**src/core/mhw_pkg.sv**
```systemverilog
package mhw_pkg;

    // Register byte offsets
    localparam logic [7:0] OFF_CTRL   = 8'h00;
    localparam logic [7:0] OFF_SRCA   = 8'h04;
    localparam logic [7:0] OFF_SRCB   = 8'h08;
    localparam logic [7:0] OFF_ACC    = 8'h0c;
    localparam logic [7:0] OFF_FXEXC  = 8'h10;
    localparam logic [7:0] OFF_CFZERO = 8'h14;
    localparam logic [7:0] OFF_STATUS = 8'h18;
    localparam logic [7:0] OFF_INTST  = 8'h1c;
    localparam logic [7:0] OFF_INTMSK = 8'h20;

    // Control field positions
    localparam int CTRL_SIGNED = 0;
    localparam int CTRL_SAT    = 1;
    localparam int CTRL_RECORD = 2;
    localparam int CTRL_OVFEN  = 3;
    localparam int CTRL_START  = 4;

    // Exception word: summary at bit 31, overflow at bit 30
    localparam int FX_SUMMARY = 31;
    localparam int FX_OVERFLOW = 30;

    // Interrupt status bits
    localparam int INT_DONE = 0;
    localparam int INT_OVF  = 1;

    localparam logic [31:0] RST_WORD  = 32'h0000_0000;
    localparam logic [31:0] SAT_SPOS  = 32'h7fff_ffff;
    localparam logic [31:0] SAT_SNEG  = 32'h8000_0000;
    localparam logic [31:0] SAT_UMAX  = 32'hffff_ffff;
    localparam logic [1:0]  RESP_OKAY = 2'h0;
    localparam logic [1:0]  RESP_SLVERR = 2'h2;

    typedef enum logic [2:0] {
        ST_IDLE = 3'h1,
        ST_MUL  = 3'h2,
        ST_ACC  = 3'h4
    } mhw_state_t;

    typedef struct packed {
        logic overflowEn;
        logic recordEn;
        logic saturate;
        logic isSigned;
    } mhw_ctrl_t;

    // Condition field: lt, gt, eq, summary copy
    typedef struct packed {
        logic lt;
        logic gt;
        logic eq;
        logic so;
    } mhw_cond_t;

endpackage

```
**src/core/mhw_mac.sv**
```systemverilog
// Chosen here: the AXI4-Lite slave port and the address map.
`timescale 1ns/10ps
// Notes on behaviour
// - Operands are upper halfwords of both sources
// - Form 32-bit product, signed or unsigned
// - Add product to accumulator, 33-bit sum
// - Modulo forms keep the low 32 bits
// - Saturating forms clamp on overflow
// - Saturating signed without overflow stores low word
// - Unsigned forms accumulate the unsigned product
// - Plain form leaves flags and condition untouched
// - Record form updates condition field only
// - Overflow form updates overflow and summary only
// - Combined form updates both from result
module mhw_mac (
    input  wire logic        clk,           // Core clock
    input  wire logic        sys_rst,       // Synchronous reset, high
    input  wire logic [7:0]  s_axi_awaddr,  // Write address
    input  wire logic        s_axi_awvalid, // Write address valid
    output logic             s_axi_awready, // Write address ready
    input  wire logic [31:0] s_axi_wdata,   // Write data
    input  wire logic [3:0]  s_axi_wstrb,   // Write byte strobes
    input  wire logic        s_axi_wvalid,  // Write data valid
    output logic             s_axi_wready,  // Write data ready
    output logic [1:0]       s_axi_bresp,   // Write response
    output logic             s_axi_bvalid,  // Write response valid
    input  wire logic        s_axi_bready,  // Write response ready
    input  wire logic [7:0]  s_axi_araddr,  // Read address
    input  wire logic        s_axi_arvalid, // Read address valid
    output logic             s_axi_arready, // Read address ready
    output logic [31:0]      s_axi_rdata,   // Read data
    output logic [1:0]       s_axi_rresp,   // Read response
    output logic             s_axi_rvalid,  // Read data valid
    input  wire logic        s_axi_rready,  // Read data ready
    output logic             irq            // Level interrupt
);

    logic [7:0]          awAddr_r;
    logic                awHeld_r;
    logic [31:0]         wData_r;
    logic [3:0]          wStrb_r;
    logic                wHeld_r;
    logic [31:0]         wrMask;
    logic                awTake;
    logic                wTake;
    logic                wrCommit;
    logic                arTake;
    logic                wrHit;
    logic                rdHit;
    logic [31:0]         rdWord;

    mhw_pkg::mhw_state_t state_r;
    mhw_pkg::mhw_state_t state_nxt;
    mhw_pkg::mhw_ctrl_t  ctrl_r;
    mhw_pkg::mhw_cond_t  condFieldZero_r;
    mhw_pkg::mhw_cond_t  condNew;
    logic [31:0]         srcRegA_r;
    logic [31:0]         srcRegB_r;
    logic [31:0]         acc_r;
    logic [31:0]         product_r;
    logic [31:0]         fixedPointExceptionReg_r;
    logic [1:0]          intStat_r;
    logic [1:0]          intMask_r;
    logic [1:0]          intEvent;
    logic [1:0]          intStat_nxt;

    logic                busy;
    logic                startReq;
    logic                wrCtrl;
    logic                wrSrcA;
    logic                wrSrcB;
    logic                wrAcc;
    logic                wrFx;
    logic                wrIntSt;
    logic                wrIntMsk;
    logic signed [31:0]  prodSigned;
    logic [31:0]         prodUnsigned;
    logic [32:0]         sum33;
    logic                overflowFlag;
    logic [31:0]         result;
    logic                soBase;
    logic                soNew;

    assign awTake   = s_axi_awvalid && s_axi_awready;
    assign wTake    = s_axi_wvalid && s_axi_wready;
    assign wrCommit = awHeld_r && wHeld_r && !s_axi_bvalid;
    assign arTake   = s_axi_arvalid && s_axi_arready;
    assign busy     = (state_r != mhw_pkg::ST_IDLE);

    // Byte lane mask from the held strobes
    genvar gi;
    generate
        for (gi = 0; gi < 4; gi++) begin : g_lane
            assign wrMask[8*gi +: 8] = {8{wStrb_r[gi]}};
        end
    endgenerate

    function automatic logic [31:0] merge(input logic [31:0] old, input logic [31:0] nw, input logic [31:0] m);
        merge = (old & ~m) | (nw & m);
    endfunction

    // Write decode; operand and control writes are dropped while a pass runs
    // so software cannot change the accumulator underneath the datapath.
    always_comb begin
        wrHit    = 1'b1;
        wrCtrl   = 1'b0;
        wrSrcA   = 1'b0;
        wrSrcB   = 1'b0;
        wrAcc    = 1'b0;
        wrFx     = 1'b0;
        wrIntSt  = 1'b0;
        wrIntMsk = 1'b0;
        case (awAddr_r)
            mhw_pkg::OFF_CTRL:   wrCtrl   = wrCommit && !busy;
            mhw_pkg::OFF_SRCA:   wrSrcA   = wrCommit && !busy;
            mhw_pkg::OFF_SRCB:   wrSrcB   = wrCommit && !busy;
            mhw_pkg::OFF_ACC:    wrAcc    = wrCommit && !busy;
            mhw_pkg::OFF_FXEXC:  wrFx     = wrCommit;
            mhw_pkg::OFF_CFZERO: wrHit    = 1'b1;
            mhw_pkg::OFF_STATUS: wrHit    = 1'b1;
            mhw_pkg::OFF_INTST:  wrIntSt  = wrCommit;
            mhw_pkg::OFF_INTMSK: wrIntMsk = wrCommit;
            default:             wrHit    = 1'b0;
        endcase
    end

    assign startReq = wrCtrl && wStrb_r[0] && wData_r[mhw_pkg::CTRL_START];

    // Write address and data channels, taken in either order
    always_ff @(posedge clk) begin
        if (sys_rst) begin
            awHeld_r      <= 1'b0;
            awAddr_r      <= 8'h00;
            s_axi_awready <= 1'b1;
        end else begin
            if (awTake) begin
                awAddr_r <= s_axi_awaddr;
            end
            awHeld_r      <= (awHeld_r || awTake) && !wrCommit;
            s_axi_awready <= !((awHeld_r || awTake) && !wrCommit);
        end
    end

    always_ff @(posedge clk) begin
        if (sys_rst) begin
            wHeld_r      <= 1'b0;
            wData_r      <= mhw_pkg::RST_WORD;
            wStrb_r      <= 4'h0;
            s_axi_wready <= 1'b1;
        end else begin
            if (wTake) begin
                wData_r <= s_axi_wdata;
                wStrb_r <= s_axi_wstrb;
            end
            wHeld_r      <= (wHeld_r || wTake) && !wrCommit;
            s_axi_wready <= !((wHeld_r || wTake) && !wrCommit);
        end
    end

    always_ff @(posedge clk) begin
        if (sys_rst) begin
            s_axi_bvalid <= 1'b0;
            s_axi_bresp  <= mhw_pkg::RESP_OKAY;
        end else if (wrCommit) begin
            s_axi_bvalid <= 1'b1;
            s_axi_bresp  <= wrHit ? mhw_pkg::RESP_OKAY : mhw_pkg::RESP_SLVERR;
        end else if (s_axi_bready) begin
            s_axi_bvalid <= 1'b0;
        end
    end

    // Read mux; reads have no side effects
    always_comb begin
        rdHit  = 1'b1;
        rdWord = mhw_pkg::RST_WORD;
        case (s_axi_araddr)
            mhw_pkg::OFF_CTRL:   rdWord = {28'h0000000, ctrl_r};
            mhw_pkg::OFF_SRCA:   rdWord = srcRegA_r;
            mhw_pkg::OFF_SRCB:   rdWord = srcRegB_r;
            mhw_pkg::OFF_ACC:    rdWord = acc_r;
            mhw_pkg::OFF_FXEXC:  rdWord = fixedPointExceptionReg_r;
            mhw_pkg::OFF_CFZERO: rdWord = {28'h0000000, condFieldZero_r};
            mhw_pkg::OFF_STATUS: rdWord = {31'h00000000, busy};
            mhw_pkg::OFF_INTST:  rdWord = {30'h00000000, intStat_r};
            mhw_pkg::OFF_INTMSK: rdWord = {30'h00000000, intMask_r};
            default:             rdHit  = 1'b0;
        endcase
    end

    always_ff @(posedge clk) begin
        if (sys_rst) begin
            s_axi_arready <= 1'b1;
            s_axi_rvalid  <= 1'b0;
            s_axi_rdata   <= mhw_pkg::RST_WORD;
            s_axi_rresp   <= mhw_pkg::RESP_OKAY;
        end else if (arTake) begin
            s_axi_arready <= 1'b0;
            s_axi_rvalid  <= 1'b1;
            s_axi_rdata   <= rdWord;
            s_axi_rresp   <= rdHit ? mhw_pkg::RESP_OKAY : mhw_pkg::RESP_SLVERR;
        end else if (s_axi_rvalid && s_axi_rready) begin
            s_axi_arready <= 1'b1;
            s_axi_rvalid  <= 1'b0;
        end
    end

    // Sequencer: multiply in one cycle, accumulate and write back in the next
    always_comb begin
        state_nxt = state_r;
        case (state_r)
            mhw_pkg::ST_IDLE: state_nxt = startReq ? mhw_pkg::ST_MUL : mhw_pkg::ST_IDLE;
            mhw_pkg::ST_MUL:  state_nxt = mhw_pkg::ST_ACC;
            mhw_pkg::ST_ACC:  state_nxt = mhw_pkg::ST_IDLE;
            default:          state_nxt = mhw_pkg::ST_IDLE;
        endcase
    end

    always_ff @(posedge clk) begin
        if (sys_rst) begin
            state_r <= mhw_pkg::ST_IDLE;
        end else begin
            state_r <= state_nxt;
        end
    end

    // Big-endian bits 0..15 are the upper halfword here
    assign prodSigned   = $signed(srcRegA_r[31:16]) * $signed(srcRegB_r[31:16]);
    assign prodUnsigned = srcRegA_r[31:16] * srcRegB_r[31:16];

    always_ff @(posedge clk) begin
        if (sys_rst) begin
            product_r <= mhw_pkg::RST_WORD;
        end else if (state_r == mhw_pkg::ST_MUL) begin
            product_r <= ctrl_r.isSigned ? prodSigned : prodUnsigned;
        end
    end

    // One adder serves both kinds; only the extension of the operands differs
    always_comb begin
        if (ctrl_r.isSigned) begin
            sum33        = {acc_r[31], acc_r} + {product_r[31], product_r};
            overflowFlag = sum33[32] != sum33[31];
        end else begin
            sum33        = {1'b0, acc_r} + {1'b0, product_r};
            overflowFlag = sum33[32];
        end
        if (ctrl_r.saturate && overflowFlag) begin
            if (!ctrl_r.isSigned) begin
                result = mhw_pkg::SAT_UMAX;
            end else if (sum33[32]) begin
                result = mhw_pkg::SAT_SNEG;
            end else begin
                result = mhw_pkg::SAT_SPOS;
            end
        end else begin
            result = sum33[31:0];
        end
    end

    always_ff @(posedge clk) begin
        if (sys_rst) begin
            acc_r <= mhw_pkg::RST_WORD;
        end else if (state_r == mhw_pkg::ST_ACC) begin
            acc_r <= result;
        end else if (wrAcc) begin
            acc_r <= merge(acc_r, wData_r, wrMask);
        end
    end

    always_ff @(posedge clk) begin
        if (sys_rst) begin
            srcRegA_r <= mhw_pkg::RST_WORD;
            srcRegB_r <= mhw_pkg::RST_WORD;
        end else begin
            if (wrSrcA) begin
                srcRegA_r <= merge(srcRegA_r, wData_r, wrMask);
            end
            if (wrSrcB) begin
                srcRegB_r <= merge(srcRegB_r, wData_r, wrMask);
            end
        end
    end

    always_ff @(posedge clk) begin
        if (sys_rst) begin
            ctrl_r <= '0;
        end else if (wrCtrl && wStrb_r[0]) begin
            ctrl_r <= wData_r[mhw_pkg::CTRL_OVFEN:mhw_pkg::CTRL_SIGNED];
        end
    end

    // Exception word: a hardware set of summary beats a software clear
    assign soBase = wrFx && wStrb_r[3] ? wData_r[mhw_pkg::FX_SUMMARY]
                                       : fixedPointExceptionReg_r[mhw_pkg::FX_SUMMARY];
    assign soNew  = soBase || overflowFlag;

    always_ff @(posedge clk) begin
        if (sys_rst) begin
            fixedPointExceptionReg_r <= mhw_pkg::RST_WORD;
        end else begin
            if (wrFx && wStrb_r[3]) begin
                fixedPointExceptionReg_r[mhw_pkg::FX_SUMMARY]  <= wData_r[mhw_pkg::FX_SUMMARY];
                fixedPointExceptionReg_r[mhw_pkg::FX_OVERFLOW] <= wData_r[mhw_pkg::FX_OVERFLOW];
            end
            if (state_r == mhw_pkg::ST_ACC && ctrl_r.overflowEn) begin
                fixedPointExceptionReg_r[mhw_pkg::FX_OVERFLOW] <= overflowFlag;
                fixedPointExceptionReg_r[mhw_pkg::FX_SUMMARY]  <= soNew;
            end
        end
    end

    // Condition compares the written word as signed, summary taken after update
    always_comb begin
        condNew.lt = result[31];
        condNew.gt = !result[31] && (result != mhw_pkg::RST_WORD);
        condNew.eq = (result == mhw_pkg::RST_WORD);
        condNew.so = ctrl_r.overflowEn ? soNew : soBase;
    end

    always_ff @(posedge clk) begin
        if (sys_rst) begin
            condFieldZero_r <= '0;
        end else if (state_r == mhw_pkg::ST_ACC && ctrl_r.recordEn) begin
            condFieldZero_r <= condNew;
        end
    end
    // Without record or overflow enable neither block above fires.

    // Interrupt status: set wins over a write-one clear
    assign intEvent[mhw_pkg::INT_DONE] = (state_r == mhw_pkg::ST_ACC);
    assign intEvent[mhw_pkg::INT_OVF]  = (state_r == mhw_pkg::ST_ACC) && overflowFlag;
    assign intStat_nxt = (intStat_r & ~(wrIntSt && wStrb_r[0] ? wData_r[1:0] : 2'h0)) | intEvent;

    always_ff @(posedge clk) begin
        if (sys_rst) begin
            intStat_r <= 2'h0;
            intMask_r <= 2'h0;
            irq       <= 1'b0;
        end else begin
            intStat_r <= intStat_nxt;
            if (wrIntMsk && wStrb_r[0]) begin
                intMask_r <= wData_r[1:0];
            end
            irq <= |(intStat_nxt & (wrIntMsk && wStrb_r[0] ? wData_r[1:0] : intMask_r));
        end
    end

endmodule

```
**config.mk**
```make
export PLATFORM = sky130hd
export DESIGN_NAME = mhw_mac
export DESIGN_NICKNAME = d
export VERILOG_FILES = /design/src/core/mhw_pkg.sv /design/src/core/mhw_mac.sv
export SDC_FILE = /design/constraint.sdc
export NUM_CORES = 2
export LEC_CHECK = 0
export BUFFER_PORTS_ARGS = -buffer_cell sky130_fd_sc_hd__buf_4
export CORE_AREA = 2 2 160 280
export CTS_BUF_LIST = sky130_fd_sc_hd__clkbuf_8
export CTS_CLUSTER_DIAMETER = 100
export DETAILED_ROUTE_END_ITERATION = 7
export DIE_AREA = 0 0 162 282
export PLACE_DENSITY = 0.77
export SYNTH_ARGS = -nofsm -noshare
export SYNTH_HDL_FRONTEND = slang
export SYNTH_SLANG_ARGS = --single-unit
```
**constraint.sdc**
```tcl
create_clock -name clk -period 8.05 [get_ports clk]
set_input_delay 0.4025 -clock clk [delete_from_list [all_inputs] [get_ports clk]]
set_output_delay 0.4025 -clock clk [all_outputs]
set_load 0.005 [all_outputs]
```
---- Word-level counts from Yosys, hierarchy flattened ----
Index checks and enable logic that the tools add are counted.
Widths: inputs -> output; s select.
storage, ports and cells
  register bits ........................... 233
  bits of input ports ..................... 59
  output and inout bits ................... 42
  logic and storage cells ................. 140
operators by class
  add/sub/neg operators ................... 2
  multipliers ............................. 2
  equality and inequality tests ........... 21
  mux-type cells .......................... 34
  bitwise operators ....................... 12
  reduce and logical (&&, ||, !) cells .... 39
operator list
  operator            count
  $pmux 32 s9         1
  $mux 32             6
  $and 32x32->32      4
  $or 32x32->32       3
  $add 32x32->33      2
  $eq 8x5->1 const B  8
  $mul 16x16->32      2
  $mux 33             1
  $eq 8x4->1 const B  4
  $logic_not 32->1    1
  $not 32->32         1
  $reduce_bool 32->1  1
  $logic_and 1x1->1   19
  $mux 1              18
  $reduce_or 9->1     2
  $eq 8x3->1 const B  2
  $eq 8x6->1 const B  2
  $logic_not 8->1     2
  $mux 2              7
  $reduce_bool 2->1   4
  $logic_not 1->1     6
  $pmux 3 s2          1
  $and 2x2->2         2
  $eq 3x1->1 const B  1
  other kinds (8)     10

---- Depth between registers and ports, before layout ----
  depth after elaboration ................. 10
  mapped depth ............................ 28
  depth with buffers taken out ............ 26

---- Worst setup path before layout ----
No wires, ideal clock.
  kind .................................... register to register
  from .................................... reg (tool-made name)
  to ...................................... reg product_r[29]
  setup time .............................. 0.125 ns
  data arrival time ....................... 6.306 ns
  required time ........................... 7.925 ns
  path slack .............................. 1.619 ns
  cell stages (with the launch flop) ...... 27
  buffers on the path ..................... 2
  clock period less this slack ............ 6.431 ns
  cells stage by stage .................... dfxtp_1 > clkbuf_1 > clkbuf_1 > nand2_1 > fa_1 > fa_1 > inv_1 > fa_1 > inv_1 > fa_1 > inv_1 > fa_1 > inv_1 > fa_1 > inv_1 > ha_1 > a211o_1 > nor3_1 > o211ai_1 > a31o_2 > a31o_2 > a21oi_1 > nor2b_1 > o21ai_0 > nor3b_1 > o31ai_1 > a21oi_1
RTL lines
  element                 line            RTL
  end signal: assignment  mhw_mac.sv:232  product_r <= mhw_pkg::RST_WORD;
  end signal: assignment  mhw_mac.sv:234  product_r <= ctrl_r.isSigned ? prodSigned : prodUnsigned;
  end: declaration        mhw_mac.sv:60   logic [31:0] product_r;

==> impl_results.md <==
- Outcome: finished clean
- CP Cell Sequence: nand2_1 > inv_1 > fa_1 > fa_1 > fa_1 > fa_1 > fa_1 > inv_1 > fa_1 > inv_1 > ha_1 > a21oi_1 > o21ai_0 > o41ai_1 > o21ai_0 > a31o_2 > a21oi_1 > nor2b_1 > o21ai_0 > nor3b_1 > o31ai_1 > a21oi_1
- Final #Nets: 3661
- Post-DRT Antenna Nets: 0
- CP max stage delay: 740 ps
- Syn avg cell area: 8.54 um^2
- CTS tree: built
- Number of global-route vias before repair: 23.3k
- Drt drc: 0
- Number of synthesized flops with an enable pin: 0
- CTS Sinks: 231
- Share of layout cells above drive strength 1: 8.06%
- Initial antenna violation count: 1
- Post-Synthesis Cell Area: 25900 um^2
- WL/cell: 20.8 um
- Clock Latency Late Sink: 550 ps
- IO Count: 101
- GPL Wtd Cong: 0.961
- Max Clk Rate: 0.133 GHz
- Maximum VDD drop: 0.162 mV
- First-iteration detailed-routing DRC count: 1153
- Area taken by multi-input logic gates: 18800 um^2
- Place WS: 593 ps
- H-Tree Level Count: 2
- GR Overflow Total: 0
- Leakage: 13.5 nW
- Seq/Total Area, Yosys: 17.9%
- Final Hold Violating Endpoints: 0
- Synth unique cells: 83
- Die height: 282 um
- Synth area leader: fa_1
- CTS clk-pin slew, worst paths: 70 ps
- Via density: 5.91
- Non-Filler Instances: 3643
- Data arrival, critical path: 7930 ps
- Syn Inst Count: 3031
- RSZ-0062 raised after global routing: false
- Critical-path top delay cell: dfxtp_1
- Largest net degree at the start of global routing: 97
- Sum Neg Setup Slack: 0 ps
- Sequential Area: 4630 um^2
- Ys Warns: 0
- Setup violators final: 0
- First-pass GRT wire length: 120000 um
- Pwr/cell area: 89.3 nW/um^2
- Most frequent CP cell: fa_1
- Clock skew: 30.3 ps
- Final Critical Period: 7500 ps
- Top post-synthesis cells by count: 487 x inv_1, 413 x nand2_1, 367 x fa_1
- Filler instances: 3799
- Placed Cells: 3581
- Drt pass-1 iters: 6
- Die area: 45700 um^2
- Number of buffers and inverters on the critical path: 3
- Final WS setup: 545 ps
- Min-delay src: s_axi_wdata[5]
- Core area: 43200 um^2
- Critical Path RT: 8470 ps
- Most common cell in the netlist: inv_1
- Clock Tree Buf Depth: 3
- CP Launch Type: register
- Total CTS buffers: 34
- Max Cap Viol: 0
- Input/output buffers: 98
- Largest driver fanout on the critical path: 18
- Worst-Margin Slew: 1210 ps
- Synth Register Bits: 231
- Final critical-path share of the clock period: 93.2%
- Ranking of synthesized cells by area: fa_1 28%, dfxtp_1 18%, ha_1 8.9%
- Final Power: 0.00248 W
- Post-cts resize count: 0
- Crit path kind: reg -> reg
- Root buf cell: clkbuf_8
- Die width: 162 um
- Routed vias: 21.5k
- Most used DFF post-synth: dfxtp_1
- Slew Limit Headroom: 19.1%
- Area Growth Syn to Fin: 7.54%
- Starting density of the core: 59.9%
- Row cnt: 101
- Ys async rst share: 0%
- Setup Fix Bufs, Post-CTS: 0
- Post-DP HPWL: 60900 um
- Post-synth top area share: 28.4%
- Top Family by Delay on Critical Path: adder cells
- Hold buffers post-CTS: 0
- GRT Resource Usage Total: 33.7%
- Final Slew Violations: 0
- Worst Setup End Kind: register
- Hold/Removal Path Class: in -> reg
- WL final: 75600 um
## worst paths after layout
| check | to | slack, ps | cells after the start |
|---|---|---|---|
| setup / recovery | product_r[29] | 550 | 22 |
| hold reg to reg | register | 460 | 2 |
| setup reg to reg | product_r[29] | 550 | 22 |
| hold / removal | wData_r[5] | 100 | 3 |
## stage by stage
| stage | utilization (%) | area, um^2 | hold WS [ps] |
|---|---|---|---|
| after floorplan | - | 25900 | 431 |
| after global placement | 62.5 | 27000 | 439 |
| after detailed placement | 62.5 | 27000 | 447 |
| after CTS | 64.4 | 27800 | 85.1 |
| after global routing | 64.4 | 27800 | 104 |
| final | 64.4 | 27800 | 104 |
## where the power goes
part | leakage (nW) | internal (W) | switching, W
Combinational | 11.2 | 0.0000477 | 0.0000837
Clock | 0.442 | 0.000667 | 0.000496
Sequential | 1.87 | 0.00116 | 0.0000274
Total | 13.5 | 0.00188 | 0.000607
## placed cells by master (no fill, tap or decap), drive strengths merged, types with 25 or more instances in the layout
| cell | netlist | layout |
|---|---|---|
| ha | 184 | 184 |
| xnor2 | 61 | 61 |
| a211oi | 25 | 25 |
| o21ai | 75 | 75 |
| and2 | 131 | 131 |
| a21o | 26 | 26 |
| fa | 367 | 367 |
| a221oi | 30 | 30 |
| a22oi | 32 | 32 |
| nand3 | 88 | 88 |
| inv | 487 | 494 |
| nand2 | 413 | 413 |
| mux2i | 43 | 43 |
| buf | 14 | 138 |
| dfxtp | 231 | 231 |
| mux2 | 30 | 30 |
| a21oi | 244 | 244 |
| clkbuf | 140 | 45 |
| xor2 | 26 | 26 |
| nor2 | 123 | 123 |
| nor3 | 57 | 57 |
## routing by layer
layer  vias up  GRT usage, %  routed length (um)
li1       9863             -                   -
met4         0          22.7                5790
met3       298          3.05                3380
met1     10600          35.6               26300
met2       799          63.1               40200
met5         -             0                   0
## tightest hold or removal path: cells and delay by family
kind	cells	cell delay, ps
AND/OR/NAND/NOR	1	40
buffers and inverters	1	110
AO/OA/AOI/OAI	1	50
## kinds of logic (layout without fill, tap and decap cells)
logic type	Yosys count	count (layout)	synth area share, %
xor gates and xnor gates	87	87	2.94
adders and majority gates	551	551	37.3
AOI/OAI and AO/OA	551	551	13.3
and+or+nand+nor	894	894	16.0
buffers and inverters	643	687	9.59
DFF	231	231	17.9
other	1	3	0.0145
muxes	73	73	2.97
## cell type report
cell class | count | share of cell area (%)
antenna | 1 | 0.00899
sequential | 231 | 16.6
tap | 566 | 2.54
clock inverter | 16 | 0.751
clock buffer | 45 | 2.23
inverter | 488 | 6.58
multi-input combinational | 2158 | 67.5
timing repair buffer | 138 | 3.74
Power figures use the tool's default switching activity.
